## src/common/ascii_rx_consts.vh

```
// constants shared by the ascii string receiver
// Behaviour
// - fixed mode: ends after 1..128 programmed bytes
// - fixed complete holds until enable drops
// - inter-character gap over limit sets flag
// - after inter-character timeout nothing more stored
// - first character late sets first timeout flag
// - timeout flags clear when enable removed
// - zero millisecond setting disables that timeout
// - optional swap of bytes in each word
// - busy while string characters are arriving
// - variable complete on terminator, clears on disable
// - terminator is one or two bytes
// - variable overflow past max length 1..128
// - count in first word, data follows
// - port active and comm error flags
// - invalid parameter and cannot execute flags
`ifndef ASCII_RX_CONSTS_VH
`define ASCII_RX_CONSTS_VH

// ****************************************
// register byte offsets
// ****************************************
`define OFF_CTRL 10'h000
`define OFF_LEN 10'h004
`define OFF_TERM 10'h008
`define OFF_FCTO 10'h00c
`define OFF_ICTO 10'h010
`define OFF_STATUS 10'h014
`define OFF_IRQ_STAT 10'h018
`define OFF_IRQ_MASK 10'h01c
`define OFF_BUF_BASE 10'h100
`define OFF_BUF_LAST 10'h200

// ****************************************
// control fields
// ****************************************
`define CTRL_EN 0
`define CTRL_VAR 1
`define CTRL_TERM2 2
`define CTRL_SWAP 3

// ****************************************
// status / interrupt fields
// ****************************************
`define ST_BUSY 0
`define ST_COMPLETE 1
`define ST_ICTO 2
`define ST_FCTO 3
`define ST_OVF 4
`define ST_ACTIVE 5
`define ST_COMMERR 6
`define ST_INVALID 7
`define ST_CANTEXEC 8
`define IRQ_W 7

// ****************************************
// reset values and limits
// ****************************************
`define RST_LEN 8'h20
`define RST_TERM 16'h000d
`define RST_TO 16'h0000
`define MAX_LEN 8'h80
`define BUF_WORDS 64

// ****************************************
// timing
// ****************************************
`define CLK_PERIOD_NS 5
`define MS_NS 1000000
`define MS_CYCLES (`MS_NS / `CLK_PERIOD_NS)

`endif

```

## src/core/ascii_string_receive.v

```verilog
// serial ascii string receiver with avalon-mm register and buffer access
//
// Chosen here: the Avalon-MM register port and the address map.
`timescale 1ns/1ps
`include "ascii_rx_consts.vh"

module ascii_string_receive #(
   parameter MS_CYCLES = `MS_CYCLES
) (
   input wire clk_sys,
   input wire reset_n,
   input wire [9:0] avs_address,
   input wire avs_read,
   input wire avs_write,
   input wire [31:0] avs_writedata,
   output reg [31:0] avs_readdata,
   output reg avs_waitrequest,
   input wire [7:0] rx_data,
   input wire rx_valid,
   input wire rx_error,
   output reg busy_flag,
   output reg complete_flag,
   output reg ictimeout_flag,
   output reg fctimeout_flag,
   output reg overflow_flag,
   output reg port_active_flag,
   output reg port_comm_error_flag,
   output reg invalid_parameter_flag,
   output reg cannot_execute_flag,
   output reg irq
);

   // ****************************************
   // states
   // ****************************************
   localparam S_IDLE = 4'b0001;
   localparam S_FIRST = 4'b0010;
   localparam S_RECV = 4'b0100;
   localparam S_DONE = 4'b1000;

   // ****************************************
   // software registers and bus slave
   // ****************************************
   reg [3:0] ctrl_q;
   reg [7:0] len_q;
   reg [15:0] term_q;
   reg [15:0] fcto_q;
   reg [15:0] icto_q;
   reg [`IRQ_W-1:0] irq_stat_q;
   reg [`IRQ_W-1:0] irq_mask_q;
   reg [15:0] mem [0:`BUF_WORDS-1];
   reg [15:0] count_word_q;
   reg [31:0] rdata_d;

   wire bus_req = avs_read | avs_write;
   wire bus_take = bus_req & ~avs_waitrequest;
   wire [7:0] buf_idx = avs_address[9:2] - 8'h40;
   wire in_buf = (avs_address >= `OFF_BUF_BASE) && (avs_address <= `OFF_BUF_LAST);
   wire [5:0] mem_rd_idx = buf_idx[5:0] - 6'h01;
   wire wr_irq_stat = bus_take & avs_write & (avs_address == `OFF_IRQ_STAT);

   wire [8:0] status_w = {cannot_execute_flag, invalid_parameter_flag, port_comm_error_flag,
                          port_active_flag, overflow_flag, fctimeout_flag, ictimeout_flag,
                          complete_flag, busy_flag};

   always @* begin
      rdata_d = 32'h0000_0000;
      if (in_buf) begin
         if (buf_idx == 8'h00) begin
            rdata_d = {16'h0000, count_word_q};
         end else begin
            rdata_d = {16'h0000, mem[mem_rd_idx]};
         end
      end else begin
         case (avs_address)
            `OFF_CTRL: rdata_d = {28'h0000000, ctrl_q};
            `OFF_LEN: rdata_d = {24'h000000, len_q};
            `OFF_TERM: rdata_d = {16'h0000, term_q};
            `OFF_FCTO: rdata_d = {16'h0000, fcto_q};
            `OFF_ICTO: rdata_d = {16'h0000, icto_q};
            `OFF_STATUS: rdata_d = {23'h000000, status_w};
            `OFF_IRQ_STAT: rdata_d = {25'h0000000, irq_stat_q};
            `OFF_IRQ_MASK: rdata_d = {25'h0000000, irq_mask_q};
            default: rdata_d = 32'h0000_0000;
         endcase
      end
   end

   // one wait cycle per access, write lands when waitrequest is seen low
   always @(posedge clk_sys or negedge reset_n) begin
      if (!reset_n) begin
         avs_waitrequest <= 1'b1;
         avs_readdata <= 32'h0000_0000;
         ctrl_q <= 4'h0;
         len_q <= `RST_LEN;
         term_q <= `RST_TERM;
         fcto_q <= `RST_TO;
         icto_q <= `RST_TO;
         irq_mask_q <= 7'h00;
      end else begin
         if (bus_req && avs_waitrequest) begin
            avs_waitrequest <= 1'b0;
            avs_readdata <= rdata_d;
         end else begin
            avs_waitrequest <= 1'b1;
         end
         if (bus_take && avs_write) begin
            case (avs_address)
               `OFF_CTRL: ctrl_q <= avs_writedata[3:0];
               `OFF_LEN: len_q <= avs_writedata[7:0];
               `OFF_TERM: term_q <= avs_writedata[15:0];
               `OFF_FCTO: fcto_q <= avs_writedata[15:0];
               `OFF_ICTO: icto_q <= avs_writedata[15:0];
               `OFF_IRQ_MASK: irq_mask_q <= avs_writedata[`IRQ_W-1:0];
               default: ;
            endcase
         end
      end
   end

   // ****************************************
   // millisecond base, restarted on each character
   // ****************************************
   reg [31:0] tick_cnt_q;
   reg [15:0] ms_cnt_q;
   reg en_prev_q;
   wire en = ctrl_q[`CTRL_EN];
   wire en_rise = en & ~en_prev_q;
   wire restart_time = en_rise | rx_valid;
   wire ms_tick = (tick_cnt_q == MS_CYCLES - 1);

   always @(posedge clk_sys or negedge reset_n) begin
      if (!reset_n) begin
         tick_cnt_q <= 32'h0000_0000;
         ms_cnt_q <= 16'h0000;
         en_prev_q <= 1'b0;
      end else begin
         en_prev_q <= en;
         if (restart_time) begin
            tick_cnt_q <= 32'h0000_0000;
            ms_cnt_q <= 16'h0000;
         end else if (ms_tick) begin
            tick_cnt_q <= 32'h0000_0000;
            if (ms_cnt_q != 16'hffff) begin
               ms_cnt_q <= ms_cnt_q + 16'h0001;
            end
         end else begin
            tick_cnt_q <= tick_cnt_q + 32'h0000_0001;
         end
      end
   end

   // ****************************************
   // string reception
   // ****************************************
   reg [3:0] state_q;
   reg [7:0] count_q;
   reg [7:0] last_q;
   wire var_mode = ctrl_q[`CTRL_VAR];
   wire two_term = ctrl_q[`CTRL_TERM2];
   wire bad_cfg = (len_q == 8'h00) || (len_q > `MAX_LEN);
   // zero setting never expires
   wire fc_expired = (fcto_q != 16'h0000) && (ms_cnt_q > fcto_q);
   wire ic_expired = (icto_q != 16'h0000) && (ms_cnt_q > icto_q);
   // the first byte of a two-byte terminator is stored, then counted back out
   wire term_hit = two_term ? (count_q != 8'h00 && last_q == term_q[7:0] &&
                               rx_data == term_q[15:8])
                            : (rx_data == term_q[7:0]);
   wire [7:0] count_inc = count_q + 8'h01;
   wire store = rx_valid & (state_q == S_FIRST || state_q == S_RECV);
   wire store_byte = store & ~(var_mode & term_hit) & ~(var_mode & count_q == len_q);
   wire [5:0] widx = count_q[6:1];
   wire hi_lane = count_q[0] ^ ctrl_q[`CTRL_SWAP];

   // a timed-out string leaves the count word untouched; bytes received before the timeout are still written to memory
   always @(posedge clk_sys) begin
      if (store_byte) begin
         if (hi_lane) begin
            mem[widx][15:8] <= rx_data;
         end else begin
            mem[widx][7:0] <= rx_data;
         end
      end
   end

   always @(posedge clk_sys or negedge reset_n) begin
      if (!reset_n) begin
         state_q <= S_IDLE;
         count_q <= 8'h00;
         last_q <= 8'h00;
         count_word_q <= 16'h0000;
         busy_flag <= 1'b0;
         complete_flag <= 1'b0;
         ictimeout_flag <= 1'b0;
         fctimeout_flag <= 1'b0;
         overflow_flag <= 1'b0;
         port_active_flag <= 1'b0;
         port_comm_error_flag <= 1'b0;
         invalid_parameter_flag <= 1'b0;
         cannot_execute_flag <= 1'b0;
      end else if (!en) begin
         state_q <= S_IDLE;
         busy_flag <= 1'b0;
         complete_flag <= 1'b0;
         ictimeout_flag <= 1'b0;
         fctimeout_flag <= 1'b0;
         overflow_flag <= 1'b0;
         port_active_flag <= 1'b0;
         port_comm_error_flag <= 1'b0;
         invalid_parameter_flag <= 1'b0;
         cannot_execute_flag <= 1'b0;
      end else begin
         port_active_flag <= rx_valid | busy_flag;
         if (rx_error) begin
            port_comm_error_flag <= 1'b1;
         end
         if (store) begin
            last_q <= rx_data;
         end
         case (state_q)
            S_IDLE: begin
               count_q <= 8'h00;
               last_q <= 8'h00;
               if (en_rise) begin
                  if (bad_cfg) begin
                     invalid_parameter_flag <= 1'b1;
                     cannot_execute_flag <= 1'b1;
                     state_q <= S_DONE;
                  end else begin
                     state_q <= S_FIRST;
                  end
               end
            end
            S_FIRST, S_RECV: begin
               if (rx_valid) begin
                  busy_flag <= 1'b1;
                  state_q <= S_RECV;
                  if (!var_mode) begin
                     count_q <= count_inc;
                     if (count_inc == len_q) begin
                        complete_flag <= 1'b1;
                        count_word_q <= {8'h00, count_inc};
                        busy_flag <= 1'b0;
                        state_q <= S_DONE;
                     end
                  end else if (term_hit) begin
                     complete_flag <= 1'b1;
                     busy_flag <= 1'b0;
                     state_q <= S_DONE;
                     if (two_term) begin
                        count_q <= count_q - 8'h01;
                        count_word_q <= {8'h00, count_q - 8'h01};
                     end else begin
                        count_word_q <= {8'h00, count_q};
                     end
                  end else if (count_q == len_q) begin
                     overflow_flag <= 1'b1;
                     count_word_q <= {8'h00, count_q};
                     busy_flag <= 1'b0;
                     state_q <= S_DONE;
                  end else begin
                     count_q <= count_inc;
                  end
               end else if (state_q == S_FIRST && fc_expired) begin
                  fctimeout_flag <= 1'b1;
                  state_q <= S_DONE;
               end else if (state_q == S_RECV && ic_expired) begin
                  ictimeout_flag <= 1'b1;
                  busy_flag <= 1'b0;
                  state_q <= S_DONE;
               end
            end
            S_DONE: begin
               busy_flag <= 1'b0;
            end
            default: state_q <= S_IDLE;
         endcase
      end
   end

   // ****************************************
   // interrupts: rising edges of event flags, write one to clear
   // ****************************************
   reg [`IRQ_W-1:0] ev_prev_q;
   wire [`IRQ_W-1:0] ev_now = {invalid_parameter_flag, port_comm_error_flag,
                               overflow_flag, fctimeout_flag, ictimeout_flag,
                               complete_flag, cannot_execute_flag};
   wire [`IRQ_W-1:0] ev_set = ev_now & ~ev_prev_q;
   wire [`IRQ_W-1:0] clr_bits = wr_irq_stat ? avs_writedata[`IRQ_W-1:0] : 7'h00;

   always @(posedge clk_sys or negedge reset_n) begin
      if (!reset_n) begin
         ev_prev_q <= 7'h00;
         irq_stat_q <= 7'h00;
         irq <= 1'b0;
      end else begin
         ev_prev_q <= ev_now;
         // a set in the clearing cycle survives
         irq_stat_q <= (irq_stat_q & ~clr_bits) | ev_set;
         irq <= |(irq_stat_q & irq_mask_q);
      end
   end

endmodule // ascii_string_receive

```

## config.mk

```make
export PLATFORM = sky130hd
export DESIGN_NAME = ascii_string_receive
export DESIGN_NICKNAME = d
export VERILOG_FILES = /design/src/core/ascii_string_receive.v
export VERILOG_INCLUDE_DIRS = /design/src /design/src/common
export SDC_FILE = /design/constraint.sdc
export NUM_CORES = 2
export LEC_CHECK = 0
export BUFFER_PORTS_ARGS = -buffer_cell sky130_fd_sc_hd__buf_2
export CORE_ASPECT_RATIO = 1.4
export CORE_MARGIN = 2
export CORE_UTILIZATION = 35
export DETAILED_ROUTE_END_ITERATION = 8
export SYNTH_ARGS = -nofsm -noshare
export SYNTH_HDL_FRONTEND = slang
export SYNTH_SLANG_ARGS = --single-unit
export TNS_END_PERCENT = 30
```

## constraint.sdc

```tcl
create_clock -name clk_sys -period 3.5 [get_ports clk_sys]
set_clock_uncertainty 0.2 [all_clocks]
set_input_delay 0.525 -clock clk_sys [delete_from_list [all_inputs] [get_ports clk_sys]]
set_output_delay 0.525 -clock clk_sys [all_outputs]
set_load 0.01 [all_outputs]
```

==> run_results.csv <==
group,metric,value,unit
floorplan,io_pins,99,
floorplan,core_area,141000,um2
sta,setup_violations,0,
layout,multi_input_area,14100,um2
drt,routed-via-count,26800,
logic_synthesis,ys_async_sr_fraction,15.2,%
layout,drive_above_1_share,28.7,%
sta,fin_hold_ws,51.0,ps
floorplan,start_util,35.3,%
place,place_hpwl,84300,um
logic_synthesis,netlist_area,49800,um2
floorplan,die_w,323,um
drt,antenna_left,0,
logic_synthesis,synth_edf_count,1024,
layout,final_nets,3218,
place,gp_congestion,0.892,
sta,period_minus_slack,3450,ps
logic_synthesis,synth_seq_area_share,70.9,%
sta,hold_violations,0,
logic_synthesis,synth_cell_types,67,
clock_network,cts_tree,"built",
critical_path,crit_required,3660,ps
drt,finalWirelength,125000,um
place,placed_area,53900,um2
critical_path,r2r_setup_slack,50,ps
power,pwr_density_cell,520,nW/um2
logic_synthesis,ys_seq_elements,1207,
clock_network,cts.sinks,1207,
clock_network,htreeDepth,3,
global_routing,grt_max_degree,99,
clock_network,cts_setup_buffers,0,
sta,max_freq,290,MHz
clock_network,clock_latency,740,ps
global_routing,grt_overflow_total,0,
layout,finish.utilization,41.2,%
layout,seq_area,35300,um2
logic_synthesis,avgSynthCellArea,17.3,um2
clock_network,clock_path_buffers,3,
clock_network,cts-buffers-inserted,106,
critical_path,start_kind,"flop",
clock_network,cts_root_buffer,"clkbuf_16",
sta,rsz0062_at_grt,"yes",
drt,drtIter0Drc,2407,
global_routing,grt_pass1_wl,185000,um
critical_path,cp.arrival,3620,ps
place,dp.cells,4886,
layout,nFillCells,12700,
layout,final_cell_area,58200,um2
floorplan,fp.dieH,450,um
power,leakagePower,0.0198,uW
power,power.total,30300,uW
layout,layout_commonest_cell,"edfxtp_1",
run_status,status,"finished, final reports clean",
critical_path,endpoint_kind,"flop",
flow_run,maxCapViolCount,0,
global_routing,grt_use_total,17.2,%
sta,fin_crit_sh,98.7,%
logic_synthesis,yosysWarnings,0,
drt,drcViolationCount,0,
global_routing,first_global_vias,27900,
drt,post_drt_via_cell_ratio,5.23,
place,port_buffers,66,
hold_path,hold_class,"in2reg",
critical_path,worstPathMaxFanout,8,
power,vdd_drop_max,461,uV
layout,final-instance-count-excl-fill,5116,
sta,final_max_slew_viol_count,0,
floorplan,rows,163,
sta,tightest_slew,1080,ps
drt,dr.pass1.iters,7,
critical_path,path_class,"reg2reg",
sta,slew_headroom,28.0,%
logic_synthesis,synthFlopType,"edfxtp_1",
layout,final_cell_mix,"1,024 x edfxtp_1, 284 x mux4_2, 214 x nand2_1, 177 x dfrtp_1, 167 x buf_4",
global_routing,antenna_found_initial,6,
layout,areaGrowthSynthToFinish,16.9,%
logic_synthesis,synth_cells,2887,
drt,wl_per_cell,24.4,um
floorplan,die_area,145000,um2
clock_network,cts.clk_slew.worst_paths,70,ps
final cells by class:
| type | instances | area share, % |
|---|---|---|
| Clock buffer | 139 | 5.05 |
| Sequential cell | 1207 | 60.7 |
| Inverter | 66 | 0.430 |
| Clock inverter | 63 | 1.26 |
| Antenna cell | 3 | 0.0129 |
| Timing Repair Buffer | 282 | 4.18 |
| Multi-Input combinational cell | 1459 | 24.3 |
| Tap cell | 1897 | 4.08 |
path summary, 6_finish.rpt:
kind                       cells past startpoint    startpoint             end
setup reg to reg                              11    count_q[0]      mem[44][1]
hold reg to reg                                1  ev_prev_q[1]   irq_stat_q[1]
max in group asynchronous                      3       reset_n       term_q[2]
setup / recovery                              11    count_q[0]      mem[44][1]
hold / removal                                 2    rx_data[3]      mem[49][3]
min in group asynchronous                      2       reset_n  ictimeout_flag
through the flow:
step                      TNS (ps)  setup slack (ps)
after floorplan             -45380              -246
after global placement      -18650              -158
after detailed placement    -30050              -170
after CTS                    -3850             -83.2
after global routing         -8500              -123
final                            0              47.1
power by group:
group	leakage [uW]	switching [uW]	total, uW	internal [uW]
sequential	0.0116	65.1	15700	15700
clock	0.00177	5430	12300	6820
combinational	0.00642	1410	2290	886
total	0.0198	6910	30300	23400
Yosys cell counts (20+ instances only):
master    count  share of area [%]
buf_2        31               0.31
a31oi_1      26               0.33
nand4_1      29               0.36
and3_1       41               0.52
nor3_1       20               0.20
mux2_2       64                1.4
nand2_1     215                1.6
mux4_2      284                 13
clkbuf_1    102               0.77
o21ai_0      49               0.49
nor2_1      227                1.7
a21oi_1      55               0.55
ha_1         40                1.0
xnor2_1      58                1.0
edfxtp_1   1024                 62
dfrtp_1     177                8.9
xor2_1       37               0.65
nor4_1       20               0.25
inv_1        66               0.50
nand3_1      82               0.82
repair_timing:
item | 4_1_cts | 5_1_grt
gates resized for setup | 49 | 74
pin swaps | 0 | 4
setup endpoints to repair | 418 | 683
hold buffers | 25 | 0
endpoints found under the hold margin | 171 | 0
routing by layer:
layer | track usage [%] | part of all wire, % | vias to the layer above
met5 | 0 | 0.016 | -
met3 | 2.46 | 5.0 | 244
met2 | 31.1 | 53 | 765
li1 | - | - | 11800
met1 | 20.4 | 38 | 14000
met4 | 7.25 | 4.2 | 4
worst max-delay path: stages (launching register included):
cell and delay (ps):
dfrtp_1 390, inv_2 80, ha_4 130, or3b_4 380, nor3_2 110, nor4_1 90, and2_1 190, o21ai_4 180
and4b_1 270, buf_12 150, nand2_1 340, nor2_2 580
registers in the layout, summed over array words and instances (netlist names), 4 cells and up:
register and cells:
ctrl_q 4, tick_cnt_q 32, irq_mask_q 7, count_word_q 8
avs_readdata 16, icto_q 16, fcto_q 16, last_q 8
len_q 8, state_q 4, count_q 8, irq_stat_q 7
ev_prev_q 6, term_q 16, ms_cnt_q 16, mem 1024
logic make-up after synthesis:
group	Yosys count	share of synthesized area [%]
other	1	0.00753
XOR/XNOR	95	1.67
buffers and inverters	236	2.00
multiplexers	367	14.7
flip-flops	1207	70.9
adder cells (fa/ha/maj)	40	1.00
AND/OR/NAND/NOR	695	6.40
AO/OA/AOI/OAI	246	3.29
(Power assumes the default switching activity.)
